### src/pkg/ssp_pkg.sv
// shared constants for the spi slave port
package ssp_pkg;

	// data path width and receive fifo depth
	localparam int SSP_DW = 8;
	localparam int SSP_RX_DEPTH = 2;

	// transfer mode field bit positions
	localparam int SSP_MODE_CPHA = 0;
	localparam int SSP_MODE_CPOL = 1;

	// bit order select value for lsb first
	localparam logic SSP_ORDER_LSB = 1'b1;

	// sticky flag positions
	localparam int SSP_FLAGS = 6;
	localparam int SSP_F_DONE = 0;
	localparam int SSP_F_WCOL = 1;
	localparam int SSP_F_DRE = 2;
	localparam int SSP_F_RXC = 3;
	localparam int SSP_F_TXC = 4;
	localparam int SSP_F_SSI = 5;

	// reset values
	localparam logic [SSP_FLAGS-1:0] SSP_FLAG_RST = 6'h04;
	localparam logic [SSP_DW-1:0] SSP_DATA_RST = 8'h00;

	// shift state machine
	typedef enum logic [2:0] {
		SSP_ST_IDLE  = 3'b001,
		SSP_ST_SEL   = 3'b010,
		SSP_ST_SHIFT = 3'b100
	} ssp_state_e;

endpackage

### src/hdl/ssp_slave.sv
// spi slave port: shift engine, buffers, flags and interrupt request
`timescale 1ns/1ps
module ssp_slave
	import ssp_pkg::*;
#(
	parameter int DW = SSP_DW
) (
	input  wire logic                 clk_sys_in,             // system clock
	input  wire logic                 srst_in,                // sync reset
	input  wire logic                 spi_sck_in,             // spi clock pin
	input  wire logic                 spi_ss_n_in,            // slave select pin
	input  wire logic                 spi_mosi_in,            // master data pin
	output logic                      spi_miso_out,           // slave data pin
	output logic                      spi_miso_oe_out,        // miso drive enable
	input  wire logic                 miso_dir_out_in,        // port direction output
	input  wire logic                 enable_in,              // port enable
	input  wire logic [1:0]           transfer_mode_in,       // polarity and phase
	input  wire logic                 bit_order_select_in,    // 1 lsb first
	input  wire logic                 buffer_mode_enable_in,  // buffered operation
	input  wire logic                 buffer_wait_receive_in, // direct first write
	input  wire logic                 data_wr_in,             // data write strobe
	input  wire logic [DW-1:0]        data_wdata_in,          // data to send
	input  wire logic                 data_rd_in,             // receive pop strobe
	output logic      [DW-1:0]        data_rdata_out,         // oldest received byte
	output logic      [1:0]           rx_count_out,           // bytes held
	input  wire logic [SSP_FLAGS-1:0] flag_clear_in,          // flag clear strobes
	input  wire logic [SSP_FLAGS-1:0] irq_enable_in,          // interrupt enables
	output logic      [SSP_FLAGS-1:0] flags_out,              // sticky flags
	output logic                      irq_out                 // combined request
);
	localparam int CW = $clog2(DW);
	localparam logic [CW-1:0] CNT_LAST = CW'(DW - 1);

	function automatic logic [DW-1:0] shift_in(input logic [DW-1:0] v,
		input logic b, input logic lsb);
		shift_in = lsb ? {b, v[DW-1:1]} : {v[DW-2:0], b};
	endfunction

	function automatic logic out_bit(input logic [DW-1:0] v, input logic lsb);
		out_bit = lsb ? v[0] : v[DW-1];
	endfunction

	logic [2:0]           pin_s;
	logic                 sck_prev_q;
	logic                 ss_prev_q;
	ssp_state_e           st_q;
	ssp_state_e           st_d;
	logic [CW-1:0]        cnt_q;
	logic [DW-1:0]        sh_q;
	logic [DW-1:0]        sh_d;
	logic [DW-1:0]        txb_q;
	logic                 txfull_q;
	logic                 loaded_q;
	logic                 miso_q;
	logic                 done_q1;
	logic                 done_q2;
	logic                 empty_q1;
	logic                 empty_q2;
	logic [SSP_FLAGS-1:0] flag_q;
	logic [SSP_FLAGS-1:0] flag_set;
	logic [SSP_FLAGS-1:0] flag_clr;
	logic [DW-1:0]        rx_mem_q [SSP_RX_DEPTH];
	logic [DW-1:0]        rx_mem_d [SSP_RX_DEPTH];
	logic [1:0]           rx_cnt_q;
	logic [1:0]           rx_cnt_d;

	// pins are sampled only; nothing here drives select, sck or mosi
	// select resets to its idle high level, so no false select or select edge follows reset
	ssp_sync #(
		.W       (3),
		.RST_VAL (3'h4)
	) u_sync (
		.clk_in  (clk_sys_in),
		.srst_in (srst_in),
		.d_in    ({spi_ss_n_in, spi_sck_in, spi_mosi_in}),
		.q_out   (pin_s)
	);

	// edges come from the synchronised copy
	wire ss_n_s   = pin_s[2];
	wire sck_s    = pin_s[1];
	wire mosi_s   = pin_s[0];
	wire sck_rise = sck_s & ~sck_prev_q;
	wire sck_fall = ~sck_s & sck_prev_q;
	wire ss_fall  = ~ss_n_s & ss_prev_q;

	// leading edge is rising when idle low; cpha moves sampling to trailing
	wire cpol     = transfer_mode_in[SSP_MODE_CPOL];
	wire cpha     = transfer_mode_in[SSP_MODE_CPHA];
	wire lead_ev  = cpol ? sck_fall : sck_rise;
	wire trail_ev = cpol ? sck_rise : sck_fall;
	wire samp_ev  = cpha ? trail_ev : lead_ev;
	wire setup_ev = cpha ? lead_ev : trail_ev;

	wire lsb      = bit_order_select_in == SSP_ORDER_LSB;
	wire buf_mode = buffer_mode_enable_in;
	wire sel      = enable_in & ~ss_n_s;
	wire busy     = st_q == SSP_ST_SHIFT;

	// sampling only while selected, so a deselected port ignores mosi
	wire do_samp   = sel & (st_q != SSP_ST_IDLE) & samp_ev;
	wire byte_done = do_samp & (cnt_q == CNT_LAST);
	wire [DW-1:0] rx_byte = shift_in(sh_q, mosi_s, lsb);

	// write steering
	wire wr_norm   = data_wr_in & ~buf_mode;
	wire collide   = wr_norm & busy;
	wire wr_load   = wr_norm & ~busy;
	wire wr_direct = data_wr_in & buf_mode & buffer_wait_receive_in
		& ss_n_s & ~loaded_q;
	wire wr_buf    = data_wr_in & buf_mode & ~wr_direct;
	wire wr_lost   = wr_buf & txfull_q;
	wire wr_tx     = wr_buf & ~txfull_q;
	wire copy      = byte_done & buf_mode & txfull_q;

	// state machine; a deselect drops back to idle at once
	always_comb begin
		st_d = st_q;
		unique case (st_q)
			SSP_ST_IDLE: begin
				if (sel)
					st_d = SSP_ST_SEL;
			end
			SSP_ST_SEL: begin
				if (do_samp)
					st_d = SSP_ST_SHIFT;
			end
			SSP_ST_SHIFT: begin
				if (byte_done)
					st_d = SSP_ST_SEL;
			end
			default: st_d = SSP_ST_IDLE;
		endcase
		if (!sel)
			st_d = SSP_ST_IDLE;
	end

	// shift register: received byte stays as the next dummy unless a buffer byte waits
	always_comb begin
		sh_d = sh_q;
		if (byte_done)
			sh_d = copy ? txb_q : rx_byte;
		else if (do_samp)
			sh_d = rx_byte;
		else if (wr_load | wr_direct)
			sh_d = data_wdata_in;
	end

	// receive fifo: normal mode holds one byte, buffer mode two; normal mode overwrites it, buffer overflow drops new byte
	always_comb begin
		rx_mem_d = rx_mem_q;
		rx_cnt_d = rx_cnt_q;
		if (data_rd_in && rx_cnt_q != 2'h0) begin
			rx_mem_d[0] = rx_mem_q[1];
			rx_cnt_d    = rx_cnt_q - 2'h1;
		end
		if (byte_done) begin
			if (!buf_mode || rx_cnt_d == 2'h0) begin
				rx_mem_d[0] = rx_byte;
				rx_cnt_d    = 2'h1;
			end else if (rx_cnt_d == 2'h1) begin
				rx_mem_d[1] = rx_byte;
				rx_cnt_d    = 2'h2;
			end
		end
	end

	// flag sources
	always_comb begin
		flag_set             = '0;
		flag_set[SSP_F_DONE] = byte_done & ~buf_mode;
		flag_set[SSP_F_WCOL] = collide;
		flag_set[SSP_F_DRE]  = copy;
		flag_set[SSP_F_RXC]  = done_q1;
		flag_set[SSP_F_TXC]  = done_q2 & empty_q2;
		flag_set[SSP_F_SSI]  = ss_fall & enable_in & buf_mode;
		flag_clr             = flag_clear_in;
		// buffer-empty is owned by hardware: only a buffer write clears it
		flag_clr[SSP_F_DRE]  = wr_tx;
	end

	always_ff @(posedge clk_sys_in) begin
		if (srst_in) begin
			sck_prev_q <= 1'b0;
			ss_prev_q  <= 1'b1;
			st_q       <= SSP_ST_IDLE;
		end else begin
			sck_prev_q <= sck_s;
			ss_prev_q  <= ss_n_s;
			st_q       <= st_d;
		end
	end

	// counter clears whenever select is away
	always_ff @(posedge clk_sys_in) begin
		if (srst_in || !sel)
			cnt_q <= '0;
		else if (do_samp)
			cnt_q <= cnt_q + CW'(1);
	end

	always_ff @(posedge clk_sys_in) begin
		if (srst_in) begin
			sh_q     <= SSP_DATA_RST;
			txb_q    <= SSP_DATA_RST;
			txfull_q <= 1'b0;
			loaded_q <= 1'b0;
		end else begin
			sh_q <= sh_d;
			if (wr_tx)
				txb_q <= data_wdata_in;
			if (copy)
				txfull_q <= 1'b0;
			else if (wr_tx)
				txfull_q <= 1'b1;
			if (wr_direct | copy)
				loaded_q <= 1'b1;
			else if (byte_done)
				loaded_q <= 1'b0;
		end
	end

	// outgoing bit follows the shifter outside a byte, else moves on setup edges
	always_ff @(posedge clk_sys_in) begin
		if (srst_in)
			miso_q <= 1'b0;
		else if (!busy || setup_ev)
			miso_q <= out_bit(sh_q, lsb);
	end

	// completion pipeline orders dre, rxc and txc one cycle apart
	always_ff @(posedge clk_sys_in) begin
		if (srst_in) begin
			done_q1  <= 1'b0;
			done_q2  <= 1'b0;
			empty_q1 <= 1'b0;
			empty_q2 <= 1'b0;
		end else begin
			done_q1  <= byte_done & buf_mode;
			done_q2  <= done_q1;
			empty_q1 <= ~txfull_q;
			empty_q2 <= empty_q1;
		end
	end

	// a set in the same cycle as its clear wins
	always_ff @(posedge clk_sys_in) begin
		if (srst_in)
			flag_q <= SSP_FLAG_RST;
		else
			flag_q <= (flag_q & ~flag_clr) | flag_set;
	end

	always_ff @(posedge clk_sys_in) begin
		if (srst_in) begin
			rx_mem_q[0] <= SSP_DATA_RST;
			rx_mem_q[1] <= SSP_DATA_RST;
			rx_cnt_q    <= 2'h0;
		end else begin
			rx_mem_q <= rx_mem_d;
			rx_cnt_q <= rx_cnt_d;
		end
	end

	// miso is driven only while selected and configured as output
	assign spi_miso_out    = miso_q;
	assign spi_miso_oe_out = miso_dir_out_in & sel;
	assign data_rdata_out  = rx_mem_q[0];
	assign rx_count_out    = rx_cnt_q;
	assign flags_out       = flag_q;
	// every source shares one request line
	assign irq_out         = |(flag_q & irq_enable_in);
endmodule // ssp_slave

### src/hdl/ssp_sync.sv
// two flip-flop synchroniser for pin inputs
`timescale 1ns/1ps
module ssp_sync #(
	parameter int           W       = 1,
	parameter logic [W-1:0] RST_VAL = '0 // idle level of each pin, held during reset
) (
	input  wire logic         clk_in,  // sampling clock
	input  wire logic         srst_in, // synchronous reset
	input  wire logic [W-1:0] d_in,    // asynchronous inputs
	output logic      [W-1:0] q_out    // synchronised outputs
);
	logic [W-1:0] meta_q;

	// the first stage is read only by the second stage
	always_ff @(posedge clk_in) begin
		if (srst_in) begin
			meta_q <= RST_VAL;
			q_out  <= RST_VAL;
		end else begin
			meta_q <= d_in;
			q_out  <= meta_q;
		end
	end
endmodule // ssp_sync

### config.mk
export PLATFORM = sky130hd
export DESIGN_NAME = ssp_slave
export DESIGN_NICKNAME = d
export VERILOG_FILES = /design/src/pkg/ssp_pkg.sv /design/src/hdl/ssp_slave.sv /design/src/hdl/ssp_sync.sv
export SDC_FILE = /design/constraint.sdc
export NUM_CORES = 1
export LEC_CHECK = 0
export ABC_AREA = 0
export BUFFER_PORTS_ARGS = -buffer_cell sky130_fd_sc_hd__buf_2
export CAP_MARGIN = 20
export CORE_MARGIN = 1.5
export CORE_UTILIZATION = 30
export CTS_CLUSTER_DIAMETER = 80
export DETAILED_ROUTE_END_ITERATION = 6
export GPL_TIMING_DRIVEN = 0
export SLEW_MARGIN = 30
export SYNTH_ARGS = -nofsm -noshare
export SYNTH_HDL_FRONTEND = slang
export SYNTH_HIERARCHICAL = 1
export SYNTH_SLANG_ARGS = --single-unit
### constraint.sdc
create_clock -name clk_sys_in -period 2.4 [get_ports clk_sys_in]
set_input_delay 0.72 -clock clk_sys_in [delete_from_list [all_inputs] [get_ports clk_sys_in]]
set_output_delay 0.72 -clock clk_sys_in [all_outputs]
set_load 0.005 [all_outputs]
==> reports/metrics.yaml <==
global_route:
  track_usage_pct: 14.0
  grt_pass1_wl_um: 11100
  grt_pass1_vias: 2211
  antenna_found_initial: 0
  grt_start_max_net_pins: 13
  grt_overflow: 0
logic_synthesis:
  syn_nets: 348
  synth_top_family_by_area: "multiplexers"
  yosys_warnings: 6
  yosysSeqAreaShare_pct: 41.0
  synth_mux_area_share_pct: 19.7
  async_reset_ff_share_pct: 0
  ys_seq_elements: 61
  synth-compound-area-share_pct: 12.3
  syn_area_mm2: 0.00298
  synth-main-ff-cell: "dfxtp_1"
  avgSynthCellArea_um2: 9.57
  synth-xor-area-share_pct: 0.883
  syn-instance-count: 311
  synth-adder-area-share_pct: 1.26
  synth-simple-area-share_pct: 19.6
  synth_edf_count: 0
  synth.distinct_cells: 48
die:
  ios: 53
  die_area_mm2: 0.0105
  die-width_um: 103
  die_h_um: 103
  start_util_pct: 30.7
  fp-row-count: 36
  coreArea_mm2: 0.00968
timing:
  fin_ws_ns: 0.122
  fmax_mhz: 439
  worst_pin_slew_ns: 0.969
  rsz0062_at_grt: "no"
  setup_viol: 0
  tns_ns: 0
  period_minus_slack_ns: 2.28
  hold_viol_final: 0
  skew_ns: 0.00924
  slew_headroom_pct: 35.4
  min_period_over_period_pct: 94.9
  slew_violations: 0
finish:
  mostFrequentLayoutCells: "dfxtp_1 (61), buf_2 (52), nor2b_1 (27)"
  drive_above_1_share_pct: 31.7
  seq_area_mm2: 0.00122
  num_antenna_cells: 0
  final_common_cell: "dfxtp_1"
  post-route-util_pct: 37.3
  n_fill_cell: 993
  final_nets: 408
  syn_to_final_growth_pct: 21.3
  multi_input_area_mm2: 0.00162
routing:
  drt-total-wl_um: 7090
  dr.first_iter.drc_count: 76
  vias: 2414
  wl_per_cell_um: 13.9
  drtAntennaViolNets: 0
  drc_errors: 0
  drt_first_pass_iters: 4
  avgViaCountPerCell: 4.75
clock_tree:
  postCtsSetupBuffers: 0
  clk_latency_ns: 0.34
  root_buffer: "clkbuf_8"
  cts_buffers: 9
  cts_buffer_depth: 2
  htree_levels: 3
  cts_sinks: 61
  cts_tree: "yes"
  clkSlewWorstSetupHoldPaths_ns: 0.07
setup_path:
  crit_path_frequent_cell: "buf_2"
  crit_path_max_fanout: 10
  cp_cell_sequence: "buf_2 > xnor2_2 > mux2_4 > buf_2 > nor3_4 > mux2_2"
  crit_required_ns: 2.63
  crit_path_end_kind: "flip-flop"
  path_buf_inv: 2
  crit_arrival_ns: 2.51
  crit_slowest_cell: "nor3_4"
  cp-start-kind: "input port"
  cpPeakStageDelay_ns: 0.45
  path_delay_family: "multiplexers"
  crit_type: "in2reg"
placement:
  dp_slack_ns: -0.391
  portBuffers: 50
  globalplace.congestion: 0.854
  dp_hpwl_um: 5170
pwr:
  total_power_w: 0.00224
  p_per_area_mw_per_mm2: 619
  peakVddDrop_v: 0.000210
  swShare_pct: 24.7
  p_comb_share_pct: 11.0
  p_sw_w: 0.000553
  intPower_w: 0.00168
  pwr-share-seq_pct: 47.6
  p_clk_share_pct: 41.4
  p_leak_nw: 1.52
job:
  drv_cap: 0
status:
  status: "finished clean"
min_path:
  min_path_type: "reg2reg"
-- power by group through the flow --
stage	sequential, W	combinational [W]	clock, W
after floorplan	0.00108	0.000161	0
after global placement	0.00109	0.000239	0
after detailed placement	0.00109	0.000244	0
after CTS	0.00106	0.000246	0.000950
after global routing	0.00107	0.000271	0.000994
final	0.00106	0.000246	0.000927
-- through the flow --
| stage | instances | hold WS, ns | cell area (um^2) |
|---|---|---|---|
| after floorplan | 311 | 0.383 | 2980 |
| after global placement | 494 | 0.394 | 3400 |
| after detailed placement | 494 | 0.396 | 3400 |
| after CTS | 508 | 0.408 | 3600 |
| after global routing | 508 | 0.419 | 3610 |
| final | 508 | 0.400 | 3610 |
-- logic make-up (layout without fill, tap and decap cells) --
logic type | after synthesis | count (layout)
adder cells (fa/ha/maj) | 3 | 3
multiplexers | 52 | 52
XOR/XNOR | 3 | 3
AND/OR/NAND/NOR | 105 | 105
buffers and inverters | 31 | 95
flip-flops | 61 | 61
AO/OA/AOI/OAI | 56 | 56
-- Yosys cell counts, types with 8 or more instances --
cell type	number	area (um^2)
dfxtp_1	61	1220
mux2i_1	27	270
nor2b_1	27	169
a21oi_1	24	120
nand2_1	24	90.1
mux2_2	16	180
nor2_1	13	48.8
clkbuf_1	9	33.8
mux2_4	9	135
a31o_2	8	70.1
buf_4	8	60.1
nand2b_1	8	50.1
o21ai_0	8	40.0
-- final cells by class --
cell class	count	area share (%)
Buffer	23	3.57
Clock buffer	11	4.19
Clock inverter	4	1.32
Inverter	7	0.728
Multi-Input combinational cell	219	44.8
Sequential cell	61	33.8
Tap cell	133	4.61
Timing Repair Buffer	50	6.93
-- what timing repair did --
action                                  CTS  global route
resized for setup                         2             3
endpoints found under the setup margin   16            19
hold buffers                              0             0
-- per-layer routing --
layer	vias to the layer above	GRT usage (%)	wire length (um)
li1	1213	-	-
met1	1140	18.3	3470
met4	0	5.58	108
met5	-	0	0
met2	51	22.1	3170
met3	10	3.66	343
-- flip-flops by register name (all words and copies together), names as in the netlist, 2 cells and up --
name,flops
txb_q,8
u_sync/q_out,3
cnt_q,3
st_q,3
rx_count_out,2
u_sync/meta_q,3
rx_mem_q,8
flags_out,6
data_rdata_out,8
sh_q,8
-- path summary, 6_finish.rpt --
path | start | endpoint | slack [ns] | cells after the start
max | transfer_mode_in[1] | data_rdata_out[0] | 0.12 | 6
min | u_sync/meta_q[2] | u_sync/q_out[2] | 0.40 | 1
min reg2reg | u_sync/meta_q[2] | u_sync/q_out[2] | 0.40 | 1
max reg2reg | rx_count_out[0] | rx_mem_q[3] | 0.13 | 8
Note: power is estimated with default switching activity, not from simulation.
